--- config.mk ---
export PLATFORM = sky130hd
export DESIGN_NAME = sensor_system_control_regs
export DESIGN_NICKNAME = d
export VERILOG_FILES = /design/src/hdl/sensor_ctrl_pkg.sv /design/src/hdl/sensor_system_control_regs.sv /design/src/hdl/temp_cal_unit.sv
export VERILOG_INCLUDE_DIRS = /design/src /design/src/hdl
export SDC_FILE = /design/constraint.sdc
export NUM_CORES = 1
export LEC_CHECK = 0
export ABC_CLOCK_PERIOD_IN_PS = 85000
export BUFFER_PORTS_ARGS = -buffer_cell sky130_fd_sc_hd__buf_2
export CAP_MARGIN = 20
export CORE_MARGIN = 8
export CORE_UTILIZATION = 30
export CTS_CLUSTER_SIZE = 40
export DETAILED_ROUTE_END_ITERATION = 10
export GPL_ROUTABILITY_DRIVEN = 1
export GPL_TIMING_DRIVEN = 0
export PLACE_DENSITY = 0.57
export RECOVER_POWER = 50
export SLEW_MARGIN = 20
export SYNTH_ARGS = -nofsm -noshare
export SYNTH_HDL_FRONTEND = slang
export SYNTH_HIERARCHICAL = 1
export SYNTH_SLANG_ARGS = --single-unit
--- constraint.sdc ---
create_clock -name i_mclk -period 85 [get_ports i_mclk]
set_clock_uncertainty 0.05 [all_clocks]
set_input_delay 4.25 -clock i_mclk [delete_from_list [all_inputs] [get_ports i_mclk]]
set_output_delay 4.25 -clock i_mclk [all_outputs]
set_load 0.005 [all_outputs]
--- src/hdl/sensor_ctrl_params.svh ---
// register offsets, field positions and reset values of the system control register bank
`ifndef SENSOR_CTRL_PARAMS_SVH
`define SENSOR_CTRL_PARAMS_SVH

`define SC_ADDR_TEMP_MUL     8'hC2
`define SC_ADDR_TEMP_DIV     8'hC3
`define SC_ADDR_TEMP_OFF     8'hC4
`define SC_ADDR_SYS_CTRL     8'hD0

`define SC_CAL_RESET         8'h00
`define SC_SYS_RESET         8'h08
`define SC_READ_UNMAPPED     8'h00

`define SC_BIT_SOFT_RESET    7
`define SC_BIT_ACK_RESET     6
`define SC_BIT_EVENT_MODE    5
`define SC_BIT_SLOW_OSC      4
`define SC_BIT_TALK_TUNING   3
`define SC_BIT_WINDOW_SEL    2
`define SC_BIT_RETUNE_ALL    1
`define SC_BIT_REFRESH_AVG   0

`define SC_WINDOW_WIDE_SHIFT   3
`define SC_WINDOW_NARROW_SHIFT 4

`endif

--- src/hdl/sensor_ctrl_pkg.sv ---
// types shared by the system control register bank and its temperature unit
`default_nettype none
package sensor_ctrl_pkg;

    // stored configuration bits of the system control register
    typedef struct packed {
        logic event_mode;
        logic slow_oscillator_select;
        logic talk_during_tuning;
        logic retune_window_select;
    } sys_cfg_t;

    // set-only command bits that stay pending until their action or a watchdog reset finishes
    typedef struct packed {
        logic soft_reset;
        logic retune_all;
        logic refresh_avg;
    } cmd_pend_t;

    // temperature calibration constants as stored
    typedef struct packed {
        logic [7:0] multiplier;
        logic [7:0] divider;
        logic [7:0] offset;
    } temp_cal_t;

endpackage
`default_nettype wire

--- src/hdl/sensor_system_control_regs.sv ---
// system control and temperature calibration register bank of the sensing device
// Function
// - offset field used directly, 0 to 255
// - multiplier applied as stored value plus one
// - divider applied as stored value plus one
// - soft reset bit triggers watchdog reset, self-clears
// - reset event signalled until host acknowledges
// - report style: zero streaming, one event
// - talk-during-tuning gates communication while tuning
// - retune channel outside 1/8 or 1/16 window
// - retune-all restarts tuning, clears when complete
// - refresh reloads all averages, clears when done
`default_nettype none
`include "sensor_ctrl_params.svh"
module sensor_system_control_regs #(
    parameter int RAW_W = 16,
    parameter int RD_W  = 16
) (
    input  wire logic               i_mclk,
    input  wire logic               i_rst,
    input  wire logic [7:0]         i_reg_addr,
    input  wire logic [7:0]         i_reg_wdata,
    input  wire logic               i_reg_wr,
    input  wire logic               i_reg_rd,
    output var  logic [7:0]         o_reg_rdata,
    input  wire logic               i_watchdog_done,
    input  wire logic               i_tuning_active,
    input  wire logic               i_tuning_done,
    input  wire logic               i_refresh_done,
    input  wire logic [RD_W-1:0]    i_reading,
    input  wire logic [RD_W-1:0]    i_target,
    input  wire logic               i_reading_valid,
    input  wire logic [RAW_W-1:0]   i_temp_raw,
    input  wire logic               i_temp_raw_valid,
    output var  logic               o_watchdog_reset,
    output var  logic               o_reset_event,
    output var  logic               o_event_mode,
    output var  logic               o_slow_oscillator_select,
    output var  logic               o_retune_window_select,
    output var  logic               o_comm_allowed,
    output var  logic               o_retune_all,
    output var  logic               o_retune_channel,
    output var  logic               o_refresh_all_avg,
    output var  logic [RAW_W+9:0]   o_temp,
    output var  logic               o_temp_valid
);
    sensor_ctrl_pkg::sys_cfg_t  cfg;
    sensor_ctrl_pkg::sys_cfg_t  next_cfg;
    sensor_ctrl_pkg::cmd_pend_t pend;
    sensor_ctrl_pkg::cmd_pend_t next_pend;
    sensor_ctrl_pkg::temp_cal_t cal;
    sensor_ctrl_pkg::temp_cal_t next_cal;
    logic                       reset_seen;
    logic                       next_reset_seen;
    logic [7:0]                 next_rdata;
    logic                       next_comm_allowed;
    logic                       next_retune_channel;
    logic                       sys_wr;

    // the stored config bits sit at bits 5..2, so shift down and keep four bits
    localparam sensor_ctrl_pkg::sys_cfg_t CFG_RESET =
        sensor_ctrl_pkg::sys_cfg_t'(4'(`SC_SYS_RESET >> `SC_BIT_WINDOW_SEL));
    localparam sensor_ctrl_pkg::temp_cal_t CAL_RESET = {`SC_CAL_RESET, `SC_CAL_RESET, `SC_CAL_RESET};

    // true when the reading has left the band around the tuning target
    function automatic logic outside_window(input logic [RD_W-1:0] rd, input logic [RD_W-1:0] tgt,
                                            input logic narrow);
        logic [RD_W-1:0] diff;
        logic [RD_W-1:0] band;
        diff = (rd > tgt) ? rd - tgt : tgt - rd;
        band = narrow ? (tgt >> `SC_WINDOW_NARROW_SHIFT) : (tgt >> `SC_WINDOW_WIDE_SHIFT);
        outside_window = diff > band;
    endfunction

    assign sys_wr = i_reg_wr && (i_reg_addr == `SC_ADDR_SYS_CTRL);

    // configuration and calibration; a finished watchdog reset restores every default
    always_comb begin
        next_cfg = cfg;
        next_cal = cal;
        if (i_watchdog_done && pend.soft_reset) begin
            next_cfg = CFG_RESET;
            next_cal = CAL_RESET;
        end else if (i_reg_wr) begin
            if (i_reg_addr == `SC_ADDR_TEMP_MUL) begin
                next_cal.multiplier = i_reg_wdata;
            end else if (i_reg_addr == `SC_ADDR_TEMP_DIV) begin
                next_cal.divider = i_reg_wdata;
            end else if (i_reg_addr == `SC_ADDR_TEMP_OFF) begin
                next_cal.offset = i_reg_wdata;
            end else if (i_reg_addr == `SC_ADDR_SYS_CTRL) begin
                next_cfg.event_mode             = i_reg_wdata[`SC_BIT_EVENT_MODE];
                next_cfg.slow_oscillator_select = i_reg_wdata[`SC_BIT_SLOW_OSC];
                next_cfg.talk_during_tuning     = i_reg_wdata[`SC_BIT_TALK_TUNING];
                next_cfg.retune_window_select   = i_reg_wdata[`SC_BIT_WINDOW_SEL];
            end
        end
    end

    always_ff @(posedge i_mclk or posedge i_rst) begin
        if (i_rst) begin
            cfg <= CFG_RESET;
            cal <= CAL_RESET;
        end else begin
            cfg <= next_cfg;
            cal <= next_cal;
        end
    end

    // set-only commands: a one arms, a zero does nothing, completion clears
    always_comb begin
        next_pend       = pend;
        next_reset_seen = reset_seen;
        if (sys_wr && i_reg_wdata[`SC_BIT_ACK_RESET]) begin
            next_reset_seen = 1'b0;
        end
        if (i_tuning_done) begin
            next_pend.retune_all = 1'b0;
        end
        if (i_refresh_done) begin
            next_pend.refresh_avg = 1'b0;
        end
        if (i_watchdog_done && pend.soft_reset) begin
            next_pend.soft_reset = 1'b0;
        end
        // arming after the clears so a new request in a completion cycle survives, except a retune or refresh request in a watchdog completion
        if (sys_wr) begin
            next_pend.soft_reset  = next_pend.soft_reset | i_reg_wdata[`SC_BIT_SOFT_RESET];
            next_pend.retune_all  = next_pend.retune_all | i_reg_wdata[`SC_BIT_RETUNE_ALL];
            next_pend.refresh_avg = next_pend.refresh_avg | i_reg_wdata[`SC_BIT_REFRESH_AVG];
        end
        // a watchdog reset drops other pending work and raises the event; set beats ack
        if (i_watchdog_done && pend.soft_reset) begin
            next_pend.retune_all  = 1'b0;
            next_pend.refresh_avg = 1'b0;
            next_reset_seen       = 1'b1;
        end
    end

    // reset_seen starts high so power-on reset is reported like any other
    always_ff @(posedge i_mclk or posedge i_rst) begin
        if (i_rst) begin
            pend       <= '0;
            reset_seen <= 1'b1;
        end else begin
            pend       <= next_pend;
            reset_seen <= next_reset_seen;
        end
    end

    // read data, communication gate and per-channel retune request
    always_comb begin
        next_rdata = o_reg_rdata;
        if (i_reg_rd) begin
            if (i_reg_addr == `SC_ADDR_TEMP_MUL) begin
                next_rdata = cal.multiplier;
            end else if (i_reg_addr == `SC_ADDR_TEMP_DIV) begin
                next_rdata = cal.divider;
            end else if (i_reg_addr == `SC_ADDR_TEMP_OFF) begin
                next_rdata = cal.offset;
            end else if (i_reg_addr == `SC_ADDR_SYS_CTRL) begin
                // acknowledge completes at once and so always reads zero
                next_rdata = {pend.soft_reset, 1'b0, cfg, pend.retune_all, pend.refresh_avg};
            end else begin
                next_rdata = `SC_READ_UNMAPPED;
            end
        end
        next_comm_allowed   = cfg.talk_during_tuning || !i_tuning_active;
        next_retune_channel = i_reading_valid &&
                              outside_window(i_reading, i_target, cfg.retune_window_select);
    end

    always_ff @(posedge i_mclk or posedge i_rst) begin
        if (i_rst) begin
            o_reg_rdata      <= `SC_READ_UNMAPPED;
            o_comm_allowed   <= 1'b1;
            o_retune_channel <= 1'b0;
        end else begin
            o_reg_rdata      <= next_rdata;
            o_comm_allowed   <= next_comm_allowed;
            o_retune_channel <= next_retune_channel;
        end
    end

    // outputs taken directly from their flip-flops
    assign o_watchdog_reset         = pend.soft_reset;
    assign o_retune_all             = pend.retune_all;
    assign o_refresh_all_avg        = pend.refresh_avg;
    assign o_reset_event            = reset_seen;
    assign o_event_mode             = cfg.event_mode;
    assign o_slow_oscillator_select = cfg.slow_oscillator_select;
    assign o_retune_window_select   = cfg.retune_window_select;

    // the retune request is issued as written; the host keeps it apart from an oscillator change
    temp_cal_unit #(
        .RAW_W (RAW_W)
    ) u_temp (
        .i_mclk       (i_mclk),
        .i_rst        (i_rst),
        .i_raw        (i_temp_raw),
        .i_raw_valid  (i_temp_raw_valid),
        .i_cal        (cal),
        .o_temp       (o_temp),
        .o_temp_valid (o_temp_valid)
    );
endmodule
`default_nettype wire

--- src/hdl/temp_cal_unit.sv ---
// temperature calibration: scale a raw reading by multiplier, divider and offset
`default_nettype none
`include "sensor_ctrl_params.svh"
module temp_cal_unit #(
    parameter int RAW_W = 16
) (
    input  wire logic                        i_mclk,
    input  wire logic                        i_rst,
    input  wire logic [RAW_W-1:0]            i_raw,
    input  wire logic                        i_raw_valid,
    input  wire sensor_ctrl_pkg::temp_cal_t  i_cal,
    output var  logic [RAW_W+9:0]            o_temp,
    output var  logic                        o_temp_valid
);
    localparam int RES_W = RAW_W + 10;

    logic [RES_W-1:0] next_temp;
    logic             next_valid;

    // stored value plus one, so a zero field means a factor of one
    function automatic logic [8:0] plus_one(input logic [7:0] v);
        plus_one = {1'b0, v} + 9'h001;
    endfunction

    // full computation; an all-ones field gives 256, which the host keeps clear of
    function automatic logic [RES_W-1:0] calc(input logic [RAW_W-1:0] raw, input sensor_ctrl_pkg::temp_cal_t c);
        logic [RES_W-1:0] prod;
        prod = RES_W'(raw) * RES_W'(plus_one(c.multiplier));
        calc = prod / RES_W'(plus_one(c.divider)) + RES_W'(c.offset);
    endfunction

    // result is latched one cycle after a valid raw sample
    always_comb begin
        next_valid = i_raw_valid;
        next_temp  = o_temp;
        if (i_raw_valid) begin
            next_temp = calc(i_raw, i_cal);
        end
    end

    always_ff @(posedge i_mclk or posedge i_rst) begin
        if (i_rst) begin
            o_temp       <= '0;
            o_temp_valid <= 1'b0;
        end else begin
            o_temp       <= next_temp;
            o_temp_valid <= next_valid;
        end
    end
endmodule
`default_nettype wire
==> run metrics <==
status=complete, no violations; die area=87,700 um^2; critical path startpoint category=input pin; FF-to-FF Start=cal[16]; leading post-synthesis cells by cell area=ha_1, fa_1, dfrtp_1; grt total ovfl=0; Final ANT Viol Nets=0; Clock transition at path regs=0.06 ns; max-cap violations=0; clock sinks=69; hold_buf cts=0; routed wl met2=32,600 um; Hold WS=0.428 ns; syn nets=3,564; Hold Violations, Final=0; fin crit period=78.88 ns; first-pass detailed-route iteration total=7; Synth Cell Area=23,500 um^2; most numerous cell on the critical path=o21a_1; Max transition margin=21.5%; Mapped Cells=3,090; Setup Crit Path Kind=in2reg; vias per inst=5.38; worst-case clock buffer depth=2; r2r endpoint=u_temp/o_temp[24]; Die Wd=296 um; wire length on met1=34,100 um; IO Port Bufs=116; fin nets=3,709; DR DRC count=0; initial core utilization=30.3%; Vias=23,000; vias in the first global route=22,600; CTS tree=built; crit share post-route=92.8%; core area=77,600 um^2; Worst-Skew Late Latency=0.35 ns; antenna cells=0; Req. time, crit path=85.16 ns; DR WL met3=2170 um; Boundary Pins=118; Synth Flop Type=dfrtp_1; initial antenna violation count=1; Worst Reg-to-Reg Cells=356; r2r setup slk=8.07 ns; Detailed Place HPWL=58,800 um; synth warn=6; Cell variety after synth=126; Slew @ Worst Pin=1.18 ns; asr flop ratio synth=100%; root buffer cell=clkbuf_16; dominant cell type by area after synthesis=ha_1; Crit Path Max Fanout=11; critical path endpoint=u_temp/o_temp[24]; Final setup viols=0; Tot GR Track Use=15.7%; worst path arrival time=79.04 ns; area share of the largest cell type after synthesis=15.8%; row cnt=102; Final Max Slew Viols=0; Routed WL per cell=16.3 um; sequential share of the synthesized area=7.35%; share of cells above drive strength 1=12.4%; CTS H-tree lvls=3; Layout area overhead=11.7%; Synth Register Bits=69; crit-path max cell delay=0.60 ns; first-pass GRT wire length=116,000 um; Max Freq=12.7 MHz; Worst Hold Class=reg2reg; mean area per synthesized cell=7.62 um^2; Crit. End Element=register; DRT iter0 DRCs=1,464; Max Used Layer=met4; clock buffer count from CTS=9; number of synthesized flops with an enable pin=0; CP startpoint=i_temp_raw[4]; slowest CP cell=or4_4; Die H=296 um; largest net degree at the start of global routing=35; placer congestion estimate=0.861; Routed WL=69,900 um
[cell families (layout without fill, tap and decap cells)]
logic type,count (synthesis),after routing,share of synthesized area [%]
compound gates,889,889,26.4
xor+xnor,150,150,5.61
fa+ha+maj,401,401,24.6
buf+inv,288,438,4.91
flops,69,69,7.35
mux,110,110,5.12
simple gates,1183,1183,26.0
[state kept, by name (all words and copies together), names as in the netlist]
name                      count
cal                          24
cfg                           1
o_comm_allowed                1
o_event_mode                  1
o_refresh_all_avg             1
o_reg_rdata                   8
o_reset_event                 1
o_retune_all                  1
o_retune_channel              1
o_retune_window_select        1
o_slow_oscillator_select      1
o_watchdog_reset              1
u_temp/o_temp                26
u_temp/o_temp_valid           1
[final cells by class]
type	instances	area, um^2
tap	1040	1300
inverter	197	739
timing repair buffer	140	812
sequential	69	1730
buffer	85	414
fill	8448	51300
multi-input combinational	2733	21000
clock inverter	6	93.8
clock buffer	10	239
[stage by stage]
step                util [%]  worst slack, ns  std cells  area (um^2)  setup TNS [ns]
floorplan                  -            13.06       3090        23500               0
finish                  33.9             6.12       4280        26300               0
global placement        32.8            -1.56       4246        25400          -24.50
CTS                     33.6            0.183       4275        26100               0
global route            33.9          -0.0109       4280        26300         -0.0142
detailed placement      33.1            -1.28       4259        25700          -18.91
[metal layers]
layer,track usage (%),vias to the layer above
met4,3.06,0
met1,21.4,10900
met3,1.31,67
met5,0,-
met2,27.0,417
li1,-,11600
[Yosys cell counts (46+ instances only)]
| library cell | count |
|---|---|
| ha_1 | 298 |
| nand2_1 | 293 |
| nor2_1 | 226 |
| a21oi_1 | 202 |
| inv_1 | 193 |
| nor3_1 | 154 |
| o21a_1 | 133 |
| o21ai_0 | 126 |
| fa_1 | 102 |
| xnor2_1 | 99 |
| and2_1 | 95 |
| nand3_1 | 80 |
| a21o_1 | 71 |
| dfrtp_1 | 66 |
| mux2_2 | 58 |
| clkbuf_1 | 56 |
| nand2b_1 | 55 |
| xor2_1 | 50 |
| o31ai_1 | 49 |
| nand4_1 | 46 |
[cells in the final DEF (no fill, tap or decap), types with 11 or more instances in the layout]
cell        n
buf_2     117
o21ai_1    17
o21bai_1   11
mux2_2     58
nand4_1    46
o22ai_1    12
and3_1     30
o21ai_0   124
or2_2      35
a211oi_1   26
ha_1      298
mux2i_1    43
buf_4      16
nor3_1    153
nand2b_1   55
inv_1     192
nand2_1   292
o31ai_1    47
clkbuf_2   12
a21o_1     71
nand3_1    80
dfrtp_1    65
a31oi_1    32
nor2_1    221
and2_1     94
o211ai_1   29
xnor2_1    94
or3_1      32
fa_1      102
o21a_1    133
buf_6      14
xor2_1     48
nor2b_1    44
clkbuf_1   59
a21oi_1   197
[worst max-delay path, delay by kind of cell]
kind / cells / cell delay [ns]
buf+inv: 39 / 6.96
fa+ha+maj: 32 / 10.77
compound gates: 185 / 38.00
xor+xnor: 2 / 0.59
mux: 6 / 1.37
simple gates: 88 / 16.93
[how the worst min path moves through the flow]
stage | startpoint | endpoint | slack (ns) | depth (start not counted)
after floorplan | o_reset_event | o_reset_event | 0.40 | 2
after CTS | o_reset_event | o_reset_event | 0.44 | 2
final | o_reset_event | o_reset_event | 0.43 | 2
after global routing | o_reset_event | o_reset_event | 0.46 | 2
after detailed placement | o_reset_event | o_reset_event | 0.43 | 2
after global placement | o_reset_event | o_reset_event | 0.41 | 2
[timing repair]
item / CTS / global route
buffers inserted: 0 / 11
endpoints found under the setup margin: 20 / 26
pin swaps: 0 / 6
gates resized for setup: 9 / 64
Power is left out: the tool's default activity adds up to more than one toggle a clock period on the data nets, which glitch-free logic cannot reach.
